### src/include/ppl_pkg.sv
// How it works
// - counted levels lock out after five failures
// - all clear removes lock and resets settings
// - no-lock level refuses password entry writes
// - registered password applies level restrictions
// - password entry read never returns password
// - read shows failures counted, else zero, or no-lock value when unregistered
// - blocked access refused with lock indication
// - self-updated parameters always keep updating
// - right password unlocks unless locked out, wrong raises error
// - all clear refused while motor runs
// - all clear codes unlock from any source
// - partial clear unlocks only from option
// - level writable only without registered password
// - panel copy refused while locked
// - jog screen hidden for levels 4,5,104,105
// - contrast setting stays open on panel
// - level picks panel and network permissions
// - zero or no-lock password entry write always accepted silently
package ppl_pkg;
    // value widths
    localparam int unsigned PPL_VW  = 14;
    localparam int unsigned PPL_DW  = 16;
    localparam int unsigned PPL_AW  = 4;

    // register offsets (word index)
    localparam logic [3:0]  PPL_OFS_LEVEL = 4'h0;
    localparam logic [3:0]  PPL_OFS_PW    = 4'h1;
    localparam logic [3:0]  PPL_OFS_STAT  = 4'h2;

    // status field positions
    localparam int unsigned PPL_ST_REG    = 0;
    localparam int unsigned PPL_ST_LOCKO  = 1;
    localparam int unsigned PPL_ST_FAIL   = 2;
    localparam int unsigned PPL_ST_RUN    = 5;

    // setting values
    localparam logic [13:0] PPL_NO_LOCK   = 14'h270f;
    localparam logic [13:0] PPL_PW_MIN    = 14'h03e8;
    localparam logic [13:0] PPL_PW_MAX    = 14'h270e;
    localparam logic [13:0] PPL_LVL_UG    = 14'h0063;
    localparam logic [13:0] PPL_LVL_CBASE = 14'h0064;
    localparam logic [13:0] PPL_LVL_CTOP  = 14'h006a;
    localparam logic [13:0] PPL_LVL_CUG   = 14'h00c7;
    localparam logic [13:0] PPL_LVL_TOP   = 14'h0006;
    localparam logic [2:0]  PPL_FAIL_MAX  = 3'h5;

    // clear command codes
    localparam logic [15:0] PPL_CLR_ALL_A  = 16'h9966;
    localparam logic [15:0] PPL_CLR_ALL_B  = 16'h55aa;
    localparam logic [15:0] PPL_CLR_PART_A = 16'h9696;
    localparam logic [15:0] PPL_CLR_PART_B = 16'h5a5a;

    // access sources
    localparam logic [1:0]  PPL_SRC_PANEL = 2'h0;
    localparam logic [1:0]  PPL_SRC_RS485 = 2'h1;
    localparam logic [1:0]  PPL_SRC_OPT   = 2'h2;
    localparam logic [1:0]  PPL_SRC_SELF  = 2'h3;

    // access kinds
    localparam logic [1:0]  PPL_KIND_PARAM    = 2'h0;
    localparam logic [1:0]  PPL_KIND_CONTRAST = 2'h1;
    localparam logic [1:0]  PPL_KIND_COPY     = 2'h2;

    // permission masks {pan r,pan w,rs r,rs w,opt r,opt w}
    localparam logic [5:0]  PPL_PERM_ALL = 6'h3f;
    localparam logic [5:0]  PPL_PERM_L0  = 6'h00;
    localparam logic [5:0]  PPL_PERM_L1  = 6'h2a;
    localparam logic [5:0]  PPL_PERM_L2  = 6'h2f;
    localparam logic [5:0]  PPL_PERM_L3  = 6'h3a;
    localparam logic [5:0]  PPL_PERM_L4  = 6'h02;
    localparam logic [5:0]  PPL_PERM_L5  = 6'h0f;
    localparam logic [5:0]  PPL_PERM_L6  = 6'h32;

    // whole block state
    typedef struct packed {
        logic [13:0] level;
        logic [13:0] pw;
        logic        registered;
        logic [2:0]  fails;
        logic [15:0] rdata;
        logic        grant;
        logic        lock_ind;
        logic        clr_all;
        logic        clr_part;
        logic        clr_ref;
        logic        unlock_err;
        logic        wr_ref;
        logic        jog_hide;
        logic        run_m;
        logic        run_s;
    } ppl_state_t;
endpackage

### src/verilog/ppl_lock.sv
// The implementer's own choices: the plain strobed port and the register offsets.
`timescale 1ns/1ps
module ppl_lock import ppl_pkg::*; (
    input  wire logic        sys_clk,
    input  wire logic        rst,
    input  wire logic [3:0]  reg_addr,
    input  wire logic [15:0] reg_wdata,
    input  wire logic        reg_wr,
    input  wire logic        reg_rd,
    output logic      [15:0] reg_rdata,
    input  wire logic        acc_valid,
    input  wire logic [1:0]  acc_src,
    input  wire logic        acc_write,
    input  wire logic [1:0]  acc_kind,
    output logic             acc_grant,
    output logic             acc_lock_ind,
    input  wire logic        clr_valid,
    input  wire logic [1:0]  clr_src,
    input  wire logic [15:0] clr_code,
    input  wire logic        motor_running,
    output logic             clr_all_done,
    output logic             clr_part_done,
    output logic             clr_refused,
    output logic             unlock_err,
    output logic             wr_refused,
    output logic             jog_screen_hide,
    input  wire logic        nv_load,
    input  wire logic [13:0] nv_level,
    input  wire logic [13:0] nv_pw,
    input  wire logic        nv_registered,
    input  wire logic [2:0]  nv_fails,
    output logic      [13:0] lock_level_q,
    output logic      [13:0] password_q,
    output logic             registered_q,
    output logic      [2:0]  fails_q
);
    ppl_state_t s_ff;
    ppl_state_t nxt_s;

    logic        counted;
    logic        lockout;
    logic [5:0]  perm;
    logic [13:0] wval;
    logic        w_in_rng;
    logic        w_silent;
    logic        lvl_ok;
    logic        clr_is_all;
    logic        clr_is_part;

    // level class and lockout state
    assign counted = ((s_ff.level >= PPL_LVL_CBASE)
                      && (s_ff.level <= PPL_LVL_CTOP))
                     || (s_ff.level == PPL_LVL_CUG);
    assign lockout = counted && (s_ff.fails == PPL_FAIL_MAX);

    // written value checks
    assign wval     = reg_wdata[13:0];
    assign w_in_rng = (reg_wdata[15:14] == 2'h0) && (wval >= PPL_PW_MIN)
                      && (wval <= PPL_PW_MAX);
    assign w_silent = (reg_wdata == 16'h0000)
                      || (reg_wdata == {2'h0, PPL_NO_LOCK});
    assign lvl_ok   = (reg_wdata[15:14] == 2'h0)
                      && ((wval <= PPL_LVL_TOP) || (wval == PPL_LVL_UG)
                          || ((wval >= PPL_LVL_CBASE)
                              && (wval <= PPL_LVL_CTOP))
                          || (wval == PPL_LVL_CUG)
                          || (wval == PPL_NO_LOCK));

    assign clr_is_all  = (clr_code == PPL_CLR_ALL_A)
                         || (clr_code == PPL_CLR_ALL_B);
    assign clr_is_part = (clr_code == PPL_CLR_PART_A)
                         || (clr_code == PPL_CLR_PART_B);

    // permission mask for the current level
    always_comb begin
        perm = PPL_PERM_ALL;
        if (s_ff.registered) begin
            if (s_ff.level == PPL_LVL_UG || s_ff.level == PPL_LVL_CUG) begin
                perm = PPL_PERM_L4;
            end else begin
                case (s_ff.level >= PPL_LVL_CBASE ?
                      14'(s_ff.level - PPL_LVL_CBASE) : s_ff.level)
                    14'h0000: perm = PPL_PERM_L0;
                    14'h0001: perm = PPL_PERM_L1;
                    14'h0002: perm = PPL_PERM_L2;
                    14'h0003: perm = PPL_PERM_L3;
                    14'h0004: perm = PPL_PERM_L4;
                    14'h0005: perm = PPL_PERM_L5;
                    14'h0006: perm = PPL_PERM_L6;
                    default:  perm = PPL_PERM_ALL;
                endcase
            end
        end
    end

    // next state
    always_comb begin
        nxt_s = s_ff;
        nxt_s.rdata      = 16'h0000;
        nxt_s.grant      = 1'b0;
        nxt_s.lock_ind   = 1'b0;
        nxt_s.clr_all    = 1'b0;
        nxt_s.clr_part   = 1'b0;
        nxt_s.clr_ref    = 1'b0;
        nxt_s.unlock_err = 1'b0;
        nxt_s.wr_ref     = 1'b0;
        // motor running pin synchroniser
        nxt_s.run_m = motor_running;
        nxt_s.run_s = s_ff.run_m;
        // jog screen suppression
        nxt_s.jog_hide = s_ff.registered
                         && (s_ff.level == 14'h0004
                             || s_ff.level == 14'h0005
                             || s_ff.level == 14'h0068
                             || s_ff.level == 14'h0069);

        // restore saved settings
        if (nv_load) begin
            nxt_s.level      = nv_level;
            nxt_s.pw         = nv_pw;
            nxt_s.registered = nv_registered;
            nxt_s.fails      = (nv_fails > PPL_FAIL_MAX) ?
                               PPL_FAIL_MAX : nv_fails;
        end

        // lock level writes
        if (reg_wr && reg_addr == PPL_OFS_LEVEL) begin
            if (!s_ff.registered && lvl_ok) begin
                nxt_s.level = wval;
            end else begin
                nxt_s.wr_ref = 1'b1;
            end
        end

        // password entry writes
        if (reg_wr && reg_addr == PPL_OFS_PW) begin
            if (w_silent) begin
                nxt_s.wr_ref = 1'b0;
            end else if (s_ff.level == PPL_NO_LOCK || !w_in_rng) begin
                nxt_s.wr_ref = 1'b1;
            end else if (!s_ff.registered) begin
                nxt_s.pw         = wval;
                nxt_s.registered = 1'b1;
                nxt_s.fails      = 3'h0;
            end else if (!lockout && wval == s_ff.pw) begin
                nxt_s.registered = 1'b0;
                nxt_s.fails      = 3'h0;
            end else begin
                nxt_s.unlock_err = 1'b1;
                if (counted && s_ff.fails < PPL_FAIL_MAX) begin
                    nxt_s.fails = 3'(s_ff.fails + 3'h1);
                end
            end
        end

        // register reads, data stands next cycle only
        if (reg_rd) begin
            case (reg_addr)
                PPL_OFS_LEVEL: nxt_s.rdata = {2'h0, s_ff.level};
                PPL_OFS_PW: begin
                    if (!s_ff.registered) begin
                        nxt_s.rdata = {2'h0, PPL_NO_LOCK};
                    end else if (counted) begin
                        nxt_s.rdata = {13'h0000, s_ff.fails};
                    end else begin
                        nxt_s.rdata = 16'h0000;
                    end
                end
                PPL_OFS_STAT: begin
                    nxt_s.rdata[PPL_ST_REG]   = s_ff.registered;
                    nxt_s.rdata[PPL_ST_LOCKO] = lockout;
                    nxt_s.rdata[PPL_ST_FAIL +: 3] = s_ff.fails;
                    nxt_s.rdata[PPL_ST_RUN]   = s_ff.run_s;
                end
                default: nxt_s.rdata = 16'h0000;
            endcase
        end

        // parameter access gating
        if (acc_valid) begin
            if (acc_src == PPL_SRC_SELF) begin
                nxt_s.grant = 1'b1;
            end else if (acc_kind == PPL_KIND_CONTRAST
                         && acc_src == PPL_SRC_PANEL) begin
                nxt_s.grant = 1'b1;
            end else if (acc_kind == PPL_KIND_COPY) begin
                nxt_s.grant    = !s_ff.registered;
                nxt_s.lock_ind = s_ff.registered;
            end else begin
                case (acc_src)
                    PPL_SRC_PANEL: nxt_s.grant = acc_write ? perm[4]
                                                           : perm[5];
                    PPL_SRC_RS485: nxt_s.grant = acc_write ? perm[2]
                                                           : perm[3];
                    default:       nxt_s.grant = acc_write ? perm[0]
                                                           : perm[1];
                endcase
                nxt_s.lock_ind = !nxt_s.grant;
            end
        end

        // clear commands win over everything else
        if (clr_valid) begin
            if (s_ff.run_s && clr_is_all) begin
                nxt_s.clr_ref = 1'b1;
            end else if (clr_is_all) begin
                nxt_s.level      = PPL_NO_LOCK;
                nxt_s.pw         = PPL_NO_LOCK;
                nxt_s.registered = 1'b0;
                nxt_s.fails      = 3'h0;
                nxt_s.clr_all    = 1'b1;
            end else if (clr_is_part && s_ff.registered
                         && clr_src != PPL_SRC_OPT) begin
                nxt_s.clr_ref = 1'b1;
            end else if (clr_is_part) begin
                nxt_s.registered = 1'b0;
                nxt_s.fails      = 3'h0;
                nxt_s.clr_part   = 1'b1;
            end else begin
                nxt_s.clr_ref = 1'b1;
            end
        end
    end

    // state register
    always_ff @(posedge sys_clk) begin
        if (rst) begin
            s_ff       <= '0;
            s_ff.level <= PPL_NO_LOCK;
            s_ff.pw    <= PPL_NO_LOCK;
        end else begin
            s_ff <= nxt_s;
        end
    end

    // outputs straight from the state register
    assign reg_rdata       = s_ff.rdata;
    assign acc_grant       = s_ff.grant;
    assign acc_lock_ind    = s_ff.lock_ind;
    assign clr_all_done    = s_ff.clr_all;
    assign clr_part_done   = s_ff.clr_part;
    assign clr_refused     = s_ff.clr_ref;
    assign unlock_err      = s_ff.unlock_err;
    assign wr_refused      = s_ff.wr_ref;
    assign jog_screen_hide = s_ff.jog_hide;
    assign lock_level_q    = s_ff.level;
    assign password_q      = s_ff.pw;
    assign registered_q    = s_ff.registered;
    assign fails_q         = s_ff.fails;
endmodule

### config.mk
export PLATFORM = sky130hd
export DESIGN_NAME = ppl_lock
export DESIGN_NICKNAME = d
export VERILOG_FILES = /design/src/include/ppl_pkg.sv /design/src/verilog/ppl_lock.sv
export SDC_FILE = /design/constraint.sdc
export NUM_CORES = 1
export LEC_CHECK = 0
export BUFFER_PORTS_ARGS = -buffer_cell sky130_fd_sc_hd__buf_2
export CAP_MARGIN = 15
export CELL_PAD_IN_SITES_DETAIL_PLACEMENT = 2
export CELL_PAD_IN_SITES_GLOBAL_PLACEMENT = 2
export CORE_MARGIN = 3
export CORE_UTILIZATION = 26
export DETAILED_ROUTE_END_ITERATION = 6
export PLACE_DENSITY_LB_ADDON = 0.1
export SKIP_CTS_REPAIR_TIMING = 1
export SYNTH_ARGS = -nofsm -noshare
export SYNTH_HDL_FRONTEND = slang
export SYNTH_SLANG_ARGS = --single-unit
### constraint.sdc
create_clock -name sys_clk -period 2.4 [get_ports sys_clk]
set_clock_uncertainty 0.05 [all_clocks]
set_input_delay 0 -clock sys_clk [delete_from_list [all_inputs] [get_ports sys_clk]]
set_output_delay 0 -clock sys_clk [all_outputs]
set_load 0.02 [all_outputs]
==> run metrics, run 1 <==
status finished, violations left; failing checks hold timing; Worst R2R Setup Slack 0.02 ns; root buffer cell clkbuf_16; io pins 139; total power 0.00253 W; most frequent cell after synthesis dfxtp_1; Lkg Pwr 2.35 nW; vias 4329; CTS H-tree lvls 2; cell count after synthesis 506; Critical Path AT 2.58 ns; die width 131 µm; Fin Setup TNS 0 ns; combinational group share of total power 23.9%; Final Max Tran Viols 0; CP max FO 5; drt total wl 16200 µm; Post-synth EDFFs 0; Die Span Y 131 µm; fin nets 739; end of the worst hold path password_q[1]; max_slew headroom 60.5%; Post-synth ARST share 0%; worst-margin pin slew 0.588 ns; grt ovf 0; Cell Chain, Critical Path or3b_4 -> or4_4 -> a221oi_4 -> or2_4 -> and3_4 -> mux2_4 -> nor2_1; initial antenna violation count 0; sequential cell area 0.00113 mm²; vias in the first global route 4622; Mean Syn Cell Area 8.01 µm²; first drt pass iteration count 4; clock sink count 56; reg2reg path depth 7; Synth top area share 27.6%; worst r2r src lock_level_q[2]; crit share post-route 99.2%; dpl cell area 0.00494 mm²; CP Capture Type flop; Total GRT Usage 18.7%; Synth Flop Type dfxtp_1; multi-input logic area 0.00254 mm²; Crit path max-delay family simple AND/OR/NAND/NOR gates; Yosys warning count 0; vias per std cell 5.02; Routed Antenna Nets 0; area grow syn2layout 35.1%; Core ar. 0.0153 mm²; synthesized area 0.00406 mm²; PD cells 461 mW/mm²; hold_sp nv_pw[1]; hpwl dp 12700 µm; DRC 0; Seq cells post-synth 56; Req. time, crit path 2.60 ns; worst flop-to-flop path endpoint fails_q[0]; Worst path depth 7; critical path's slowest cell or4_4; pre-CTS setup slack -0.123 ns; first-pass GRT wire length 24900 µm; final core area utilization 35.9%; CP peak stage delay 0.48 ns; # rows 45; Layout fillers 1786; post-route cell area 0.00548 mm²; sequential area share after synthesis 27.6%; critical path launch point type flop; Synth area leaders dfxtp_1, buf_4, mux2i_1, nor2_1, a211oi_1; synth cell count leaders dfxtp_1, buf_4, nor2_1; peak supply drop 0.242 mV; gpl congestion 0.837; post-route setup slack 0.0195 ns; Clock Latency Late Sink 0.31 ns; crit path time final 2.38 ns; RSZ-0062 raised after global routing yes; port bufs 136; Setup Crit Path Kind reg2reg; Max Root-Sink Buffers 2; antenna cells 0; CTS tree done; post-synth cell types 70; worst hold path type in2reg; Yosys top cell by area dfxtp_1; CP bufs+invs 0; Sw Ratio 29.2%; pin count of the biggest net entering global routing 42; CTS buffer count 5; clock share of power 35.8%; Sequential Power Share 40.3%; Fin. Hold Viols 7; Total Die Area 0.0171 mm²; max_cap viols 0; WHS -0.0461 ns; Sw Pwr 0.000738 W; Hold Crit Depth 3; DR WL/cell 18.8 µm; Internal 0.00179 W; fmax 420 MHz; Initial DRC Count 105; Initial Util 26.6%; layout cells sized above 1 37.3%; clock-pin slew on the worst setup and hold paths 0.08 ns; # setup viols final 0
routing by layer:
metal,wire [µm],up-vias,global-route usage [%]
li1,-,2081,-
met1,7020,2131,22.8
met2,8250,99,33.6
met3,579,18,3.41
met4,315,0,5.44
met5,0,-,0
cell type report:
| class | count | area share [%] |
|---|---|---|
| multi-input combinational | 364 | 46.4 |
| timing repair buffer | 214 | 24.3 |
| sequential | 56 | 20.6 |
| tap | 211 | 4.82 |
| clock buffer | 7 | 2.79 |
| inverter | 9 | 0.616 |
| clock inverter | 1 | 0.548 |
tightest hold or removal path, delay by kind of cell:
family                 cells  cell delay, ns
AOI/OAI and AO/OA          2            0.19
buffers and inverters      1            0.08
power groups by stage:
stage,combinational (W),sequential [W],clock [W]
finish,0.000605,0.00102,0.000905
floorplan,0.000351,0.00103,0
CTS,0.000575,0.00102,0.000934
global route,0.000667,0.00103,0.000970
global placement,0.000564,0.00104,0
detailed placement,0.000572,0.00104,0
logic make-up after synthesis:
logic type	share of synthesized area (%)
simple gates	27.9
compound gates	20.4
buf+inv	12.8
flops	27.6
mux	5.46
xor+xnor	3.89
fa+ha+maj	1.85
other cells	0.0925
registers in the layout, summed over array words and instances (netlist names), 3 cells and up:
register,cells
lock_level_q,14
fails_q,3
reg_rdata,14
password_q,14
per-stage QoR:
step                      hold slack [ns]  std cells
after detailed placement            0.177        831
after floorplan                    0.0782        507
after CTS                          -0.151        839
final                             -0.0461        862
after global placement              0.172        831
after global routing              0.00128        862
layout by cell type, fill, tap and decap left out, types with 8 or more instances in the layout:
cell type,n
buf_2,136
buf_4,54
dfxtp_1,53
nor2_1,45
nand2_1,33
o21ai_0,27
mux2i_1,21
dlygate4sd3_1,21
a211oi_1,19
a21oi_1,17
nor2b_1,14
xnor2_1,13
nand3_1,12
inv_1,8
a22oi_1,8
nand4_1,8
nor4bb_1,8
how the worst max path moves through the flow:
stage | start | end | slack (ns)
after floorplan | lock_level_q[1] | fails_q[0] | 0.0003
after CTS | lock_level_q[2] | password_q[13] | -0.16
after global routing | lock_level_q[2] | acc_lock_ind | -0.07
after detailed placement | lock_level_q[2] | password_q[3] | -0.12
final | lock_level_q[2] | fails_q[0] | 0.02
after global placement | lock_level_q[2] | fails_q[0] | -0.06
Power figures use the tool's default switching activity.
==> inputs of run 2 (changes only) <==
--- a/config.mk
+++ b/config.mk
@@ -5,12 +5,13 @@
 export SDC_FILE = /design/constraint.sdc
 export NUM_CORES = 1
 export LEC_CHECK = 0
+export ABC_AREA = 1
 export BUFFER_PORTS_ARGS = -buffer_cell sky130_fd_sc_hd__buf_2
 export CAP_MARGIN = 15
 export CELL_PAD_IN_SITES_DETAIL_PLACEMENT = 2
 export CELL_PAD_IN_SITES_GLOBAL_PLACEMENT = 2
 export CORE_MARGIN = 3
-export CORE_UTILIZATION = 26
+export CORE_UTILIZATION = 24
 export DETAILED_ROUTE_END_ITERATION = 6
 export PLACE_DENSITY_LB_ADDON = 0.1
 export SKIP_CTS_REPAIR_TIMING = 1
==> run 2 against run 1 <==
Effect of this change: non-clock buffer count down 3; synthesized area up 2.9%; synthesized cell count up 28%; worst hold slack better by 0.0032 ns; sequential power about the same; count of clock-buffer cells in the layout down 1; sequential cell count unchanged; combinational power up 3%; design area up 2.7%; register-to-register slack better by 0.18 ns; first-iteration DRC count up 63%; the flow still finishes with violations (hold timing); setup slack better by 0.18 ns; largest cell class unchanged.
==> run metrics, run 2 <==
peak supply drop 0.221 mV (-8.7%); Yosys top cell by area dfxtp_1; clock sink count 56 (unchanged); Synth top area share 26.9% (-0.78 points); PD cells 425 mW/mm² (-7.8%); Die Span Y 138 µm (+5.3%); DRC 0 (unchanged); Clock Latency Late Sink 0.31 ns (about the same); Synth Flop Type dfxtp_1; first drt pass iteration count 4 (unchanged); layout cells sized above 1 31.5% (-5.9 points); CP Capture Type flop; Critical Path AT 2.40 ns (-0.18 ns); Post-synth EDFFs 0 (unchanged); critical path launch point type flop; Final Max Tran Viols 0 (unchanged); worst hold path type in2reg; area grow syn2layout 34.9%; post-route setup slack 0.204 ns (+0.185 ns); antenna cells 0 (unchanged); Initial DRC Count 171 (+63%); Mean Syn Cell Area 6.44 µm² (-20%); sequential cell area 0.00113 mm² (+0.67%); pre-CTS setup slack -0.0498 ns (+0.0731 ns); reg2reg path depth 17 (+10); Total GRT Usage 18.9% (+0.16 points); WHS -0.0429 ns (+0.00319 ns); vias per std cell 4.78 (-4.8%); clock-pin slew on the worst setup and hold paths 0.08 ns (about the same); port bufs 136 (unchanged); Setup Crit Path Kind reg2reg; Max Root-Sink Buffers 2 (unchanged); critical path endpoint acc_lock_ind; crit share post-route 91.5% (-7.7 points); CTS H-tree lvls 2 (unchanged); Core ar. 0.0168 mm² (+10%); root buffer cell clkbuf_16; sequential area share after synthesis 26.9% (-0.78 points); first-pass GRT wire length 27700 µm (+11%); max_cap viols 0 (unchanged); CP peak stage delay 0.40 ns (-0.08 ns); Seq cells post-synth 56 (unchanged); hpwl dp 15000 µm (+18%); most frequent cell after synthesis nand2_1; CTS buffer count 5 (unchanged); critical path's slowest cell dfxtp_1; drt total wl 18600 µm (+15%); multi-input logic area 0.00245 mm² (-3.6%); Worst R2R Setup Slack 0.20 ns (+0.18 ns); crit path from lock_level_q[8]; synth cell count leaders nand2_1, nor2_1, inv_1; Lkg Pwr 2.71 nW (+15%); Post-synth ARST share 0% (unchanged); vias 4895 (+13%); fmax 455 MHz (+8.4%); fin nets 893 (+21%); commonest cells after routing, fill and taps aside buf_2, nand2_1, nor2_1; Synth area leaders dfxtp_1, nand2_1, buf_4, nor2_1, inv_1; die width 138 µm (+5.3%); post-synth cell types 48 (-31%); Total Die Area 0.0190 mm² (+11%); gpl congestion 0.934 (+12%); pin count of the biggest net entering global routing 27 (-36%); initial antenna violation count 0 (unchanged); Layout fillers 2125 (+19%); Initial Util 24.8% (-1.8 points); CTS tree done; failing checks hold timing; most frequent CP cell nand2_1; # rows 47 (+4.4%); Cell Chain, Critical Path nor2_2 -> nand2_1 -> nor2_4 -> nor2_8 -> nand2_8 -> nand2_1 -> nand2_4 -> nand2_1 -> nor2_1 -> nand3_1 -> nor2_1 -> nand3_1 -> nand2_1 -> nand2_1 -> nand2_2 -> nand2_1 -> nor2_2; cell count after synthesis 648 (+28%); DR WL/cell 18.2 µm (-3.2%); worst flop-to-flop path endpoint acc_lock_ind; worst r2r src lock_level_q[8]; total power 0.00239 W (-5.3%); Req. time, crit path 2.60 ns (about the same); io pins 139 (unchanged); Yosys warning count 0 (unchanged); crit path time final 2.20 ns (-0.185 ns); grt ovf 0 (unchanged); Routed Antenna Nets 0 (unchanged); status finished, violations left; most common cell after layout, fill and taps aside buf_2; synthesized area 0.00417 mm² (+2.9%); # setup viols final 0 (unchanged); vias in the first global route 5090 (+10%); CP max FO 7 (+2); Fin. Hold Viols 7 (unchanged)
[run 2: cell count changes after synthesis, moves of 11 or more]
cell	before	now
a211oi_1	21	1
a21oi_1	20	31
inv_1	9	70
mux2i_1	21	0
nand2_1	35	128
nand3_1	13	50
nor2_1	47	76
nor2b_1	16	0
[run 2: logic make-up after synthesis]
logic type                 share of synthesized area (%)
other                                             0.0899
DFF                                                 26.9
AOI/OAI and AO/OA                                   17.0
adders and majority gates                           1.80
and+or+nand+nor                                     34.3
xor gates and xnor gates                            2.10
buffers and inverters                               17.8
[run 2: how the worst min path moves through the flow]
stage                  start       endpoint  cells past startpoint
2_1_floorplan            rst       nxt_s[0]                      1
3_3_place_gp   motor_running       nxt_s[0]                      3
3_5_place_dp   motor_running       nxt_s[0]                      3
4_1_cts        motor_running       nxt_s[0]                      3
5_1_grt             nv_pw[9]  password_q[9]                      3
6_report            nv_pw[1]  password_q[1]                      3
[run 2: cell type report]
cell class	instances	area share, %
Multi-Input combinational cell	449	43.5
Sequential cell	56	20.2
Timing Repair Buffer	211	23.6
Clock inverter	1	0.0889
Tap cell	220	4.89
Clock buffer	6	2.29
Inverter	81	5.42
[run 2: power by group]
| part | internal [W] | total, W | switching (W) |
|---|---|---|---|
| Sequential | 0.000968 | 0.00101 | 0.0000453 |
| Clock | 0.000383 | 0.000760 | 0.000377 |
| Combinational | 0.000242 | 0.000621 | 0.000379 |
[run 2: metrics by stage]
| stage | instance area [µm²] | cells | setup TNS [ns] | utilization, % |
|---|---|---|---|---|
| 3_3_place_gp | 5010 | 981 | -0.00239 | 29.8 |
| 6_report | 5630 | 1024 | 0 | 33.5 |
| 3_5_place_dp | 5010 | 981 | -0.0789 | 29.8 |
| 4_1_cts | 5150 | 988 | -0.135 | 30.6 |
| 5_1_grt | 5630 | 1024 | -0.0261 | 33.5 |
| 2_1_floorplan | 4180 | 649 | 0 | - |
[run 2: worst max-delay path: cells and delay by family (launching register included)]
family,cells,cell delay [ns]
flops,1,0.40
simple gates,17,1.70
[run 2: routing by layer]
layer,up-vias,track usage (%),routed length (µm)
met5,-,0,0
met4,0,2.58,125
met3,8,2.94,936
met2,120,30.6,8590
met1,2352,27.1,8940
li1,2415,-,-
==> inputs of run 3 (changes only) <==
--- a/config.mk
+++ b/config.mk
@@ -5,13 +5,11 @@
 export SDC_FILE = /design/constraint.sdc
 export NUM_CORES = 1
 export LEC_CHECK = 0
-export ABC_AREA = 1
 export BUFFER_PORTS_ARGS = -buffer_cell sky130_fd_sc_hd__buf_2
 export CAP_MARGIN = 15
 export CELL_PAD_IN_SITES_DETAIL_PLACEMENT = 2
 export CELL_PAD_IN_SITES_GLOBAL_PLACEMENT = 2
-export CORE_MARGIN = 3
-export CORE_UTILIZATION = 24
+export CORE_UTILIZATION = 26
 export DETAILED_ROUTE_END_ITERATION = 6
 export PLACE_DENSITY_LB_ADDON = 0.1
 export SKIP_CTS_REPAIR_TIMING = 1
==> run 3 against run 2 <==
Effect of this change: via count down 12%; maximum frequency down 7.9%; total power up 3.7%; clock power up 14%; count of clock-buffer cells in the layout down 1; die area down 15%; critical path type unchanged; critical endpoint is now fails_q[0]; global-route usage up 0.94 points; largest power group unchanged; routed wire length down 14%; critical path depth down 10; worst hold slack worse by 0.0018 ns; the flow still finishes with violations (hold timing); register-to-register slack worse by 0.19 ns; final cell count down 19%.
==> run metrics, run 3 (synthesis gave the netlist of run 1 again) <==
status finished, violations left; failing checks hold timing; crit share post-route 99.4% (+7.9 points); Setup Crit Path Kind reg2reg; Max Root-Sink Buffers 2 (unchanged); Layout fillers 1784 (-16%); Placed Cells 806 (-18%); Critical Path AT 2.58 ns (+0.18 ns); gpl congestion 0.827 (-11%); CP bufs+invs 0 (unchanged); worst hold path type in2reg; grt ovf 0 (unchanged); antenna cells 0 (unchanged); Final Max Tran Viols 0 (unchanged); peak supply drop 0.267 mV (+21%); Total GRT Usage 19.8% (+0.94 points); crit path time final 2.38 ns (+0.189 ns); Total Die Area 0.0161 mm² (-15%); Non-Filler Instances 834 (-19%); clock sink count 56 (unchanged); Hold Crit Depth 3 (unchanged); critical path launch point type flop; DRC 0 (unchanged); fin nets 734 (-18%); Die Span Y 127 µm (-8.0%); # setup viols final 0 (unchanged); CP peak stage delay 0.47 ns (+0.07 ns); Fin. Hold Viols 8 (+1); Lkg Pwr 2.34 nW (-14%); port bufs 136 (unchanged); CTS buffer count 5 (unchanged); vias 4299 (-12%); CP max FO 5 (-2); Req. time, crit path 2.60 ns (about the same); RSZ-0062 raised after global routing yes; post-route cell area 0.00542 mm² (-3.7%); first drt pass iteration count 4 (unchanged); pin count of the biggest net entering global routing 42 (+56%); clock-pin slew on the worst setup and hold paths 0.07 ns (about the same); Clock Latency Late Sink 0.31 ns (about the same); # rows 45 (-4.3%); Worst path depth 7 (-10); hpwl dp 12600 µm (-16%); root buffer cell clkbuf_16; vias per std cell 5.15 (+7.8%); initial antenna violation count 0 (unchanged); max_cap viols 0 (unchanged); first-pass GRT wire length 24800 µm (-11%); drt total wl 16000 µm (-14%); Crit path max-delay family simple AND/OR/NAND/NOR gates; CTS H-tree lvls 2 (unchanged); total power 0.00248 W (+3.7%); area grow syn2layout 33.7%; dpl cell area 0.00491 mm² (-2.1%); WHS -0.0447 ns (-0.00179 ns); Initial DRC Count 133 (-22%); reg2reg path depth 7 (-10); Cell Chain, Critical Path or3b_4 -> or4_4 -> a221oi_4 -> or2_4 -> and3_4 -> mux2_4 -> nor2_2; PD cells 458 mW/mm² (+7.7%); Core ar. 0.0152 mm² (-9.6%); CTS tree done; DR WL/cell 19.2 µm (+5.9%); vias in the first global route 4531 (-11%); commonest cells after routing, fill and taps aside buf_2, dfxtp_1, buf_4; fmax 419 MHz (-7.9%); die width 127 µm (-8.0%); sequential cell area 0.00112 mm² (-0.99%); max_slew headroom 61.4%; Routed Antenna Nets 0 (unchanged); critical path's slowest cell or4_4; io pins 139 (unchanged); multi-input logic area 0.00254 mm² (+3.9%); CP Capture Type flop; worst-margin pin slew 0.574 ns; layout cells sized above 1 36.7% (+5.2 points); Initial Util 26.7% (+1.9 points); most common cell after layout, fill and taps aside buf_2
## run 3: cell types whose count changed in the layout (fill, tap and decap cells not counted), moves of 12 or more
cell           previous run  this run
nand2_1                 122        35
inv_1                    67         9
nand3_1                  48        12
nor2_1                   69        45
mux2i_1                   0        21
a211oi_1                  1        17
nor2b_1                   0        14
dlygate4sd3_1            29        16
inv_2                    12         0
## run 3: worst paths after layout
| kind | startpoint | end | slack (ns) |
|---|---|---|---|
| worst max register to register | lock_level_q[2] | fails_q[0] | 0.02 |
| worst min register to register | nxt_s[0] | s_ff[0] | 0.41 |
| worst max-delay path | lock_level_q[2] | fails_q[0] | 0.02 |
| worst min-delay path | nv_pw[2] | password_q[2] | -0.04 |
## run 3: metrics by stage
stage	setup WS, ns	TNS, ns	utilization (%)
floorplan	0.000266	0	-
global placement	-0.0662	-0.430	32.3
detailed placement	-0.180	-1.53	32.3
CTS	-0.198	-1.81	33.4
global route	-0.0603	-0.171	35.7
finish	0.0153	0	35.7
## run 3: worst register-to-register path, stage by stage, from the launching register on
cell and delay (ns):
dfxtp_2 0.36, or3b_4 0.41, or4_4 0.47, a221oi_4 0.30
or2_4 0.19, and3_4 0.19, mux2_4 0.30, nor2_2 0.07
## run 3: metal layers
layer	vias up	wire length, µm	GRT usage [%]
li1	2072	-	-
met1	2129	6910	23.9
met2	82	8300	35.7
met3	16	502	3.71
met4	0	320	5.46
met5	-	0	0
## run 3: layout make-up
cell class / count / share of cell area, %
well taps: 188 / 4.34
multi-input cells: 364 / 47.0
clock inverters: 3 / 0.785
flip-flops and latches: 56 / 20.7
repair buffers: 209 / 24.3
inverters: 9 / 0.623
clock buffers: 5 / 2.31
## run 3: where the power goes
part | total [W] | internal (W) | switching (W)
Combinational | 0.000603 | 0.000267 | 0.000336
Clock | 0.000864 | 0.000492 | 0.000372
Sequential | 0.00102 | 0.000969 | 0.0000474
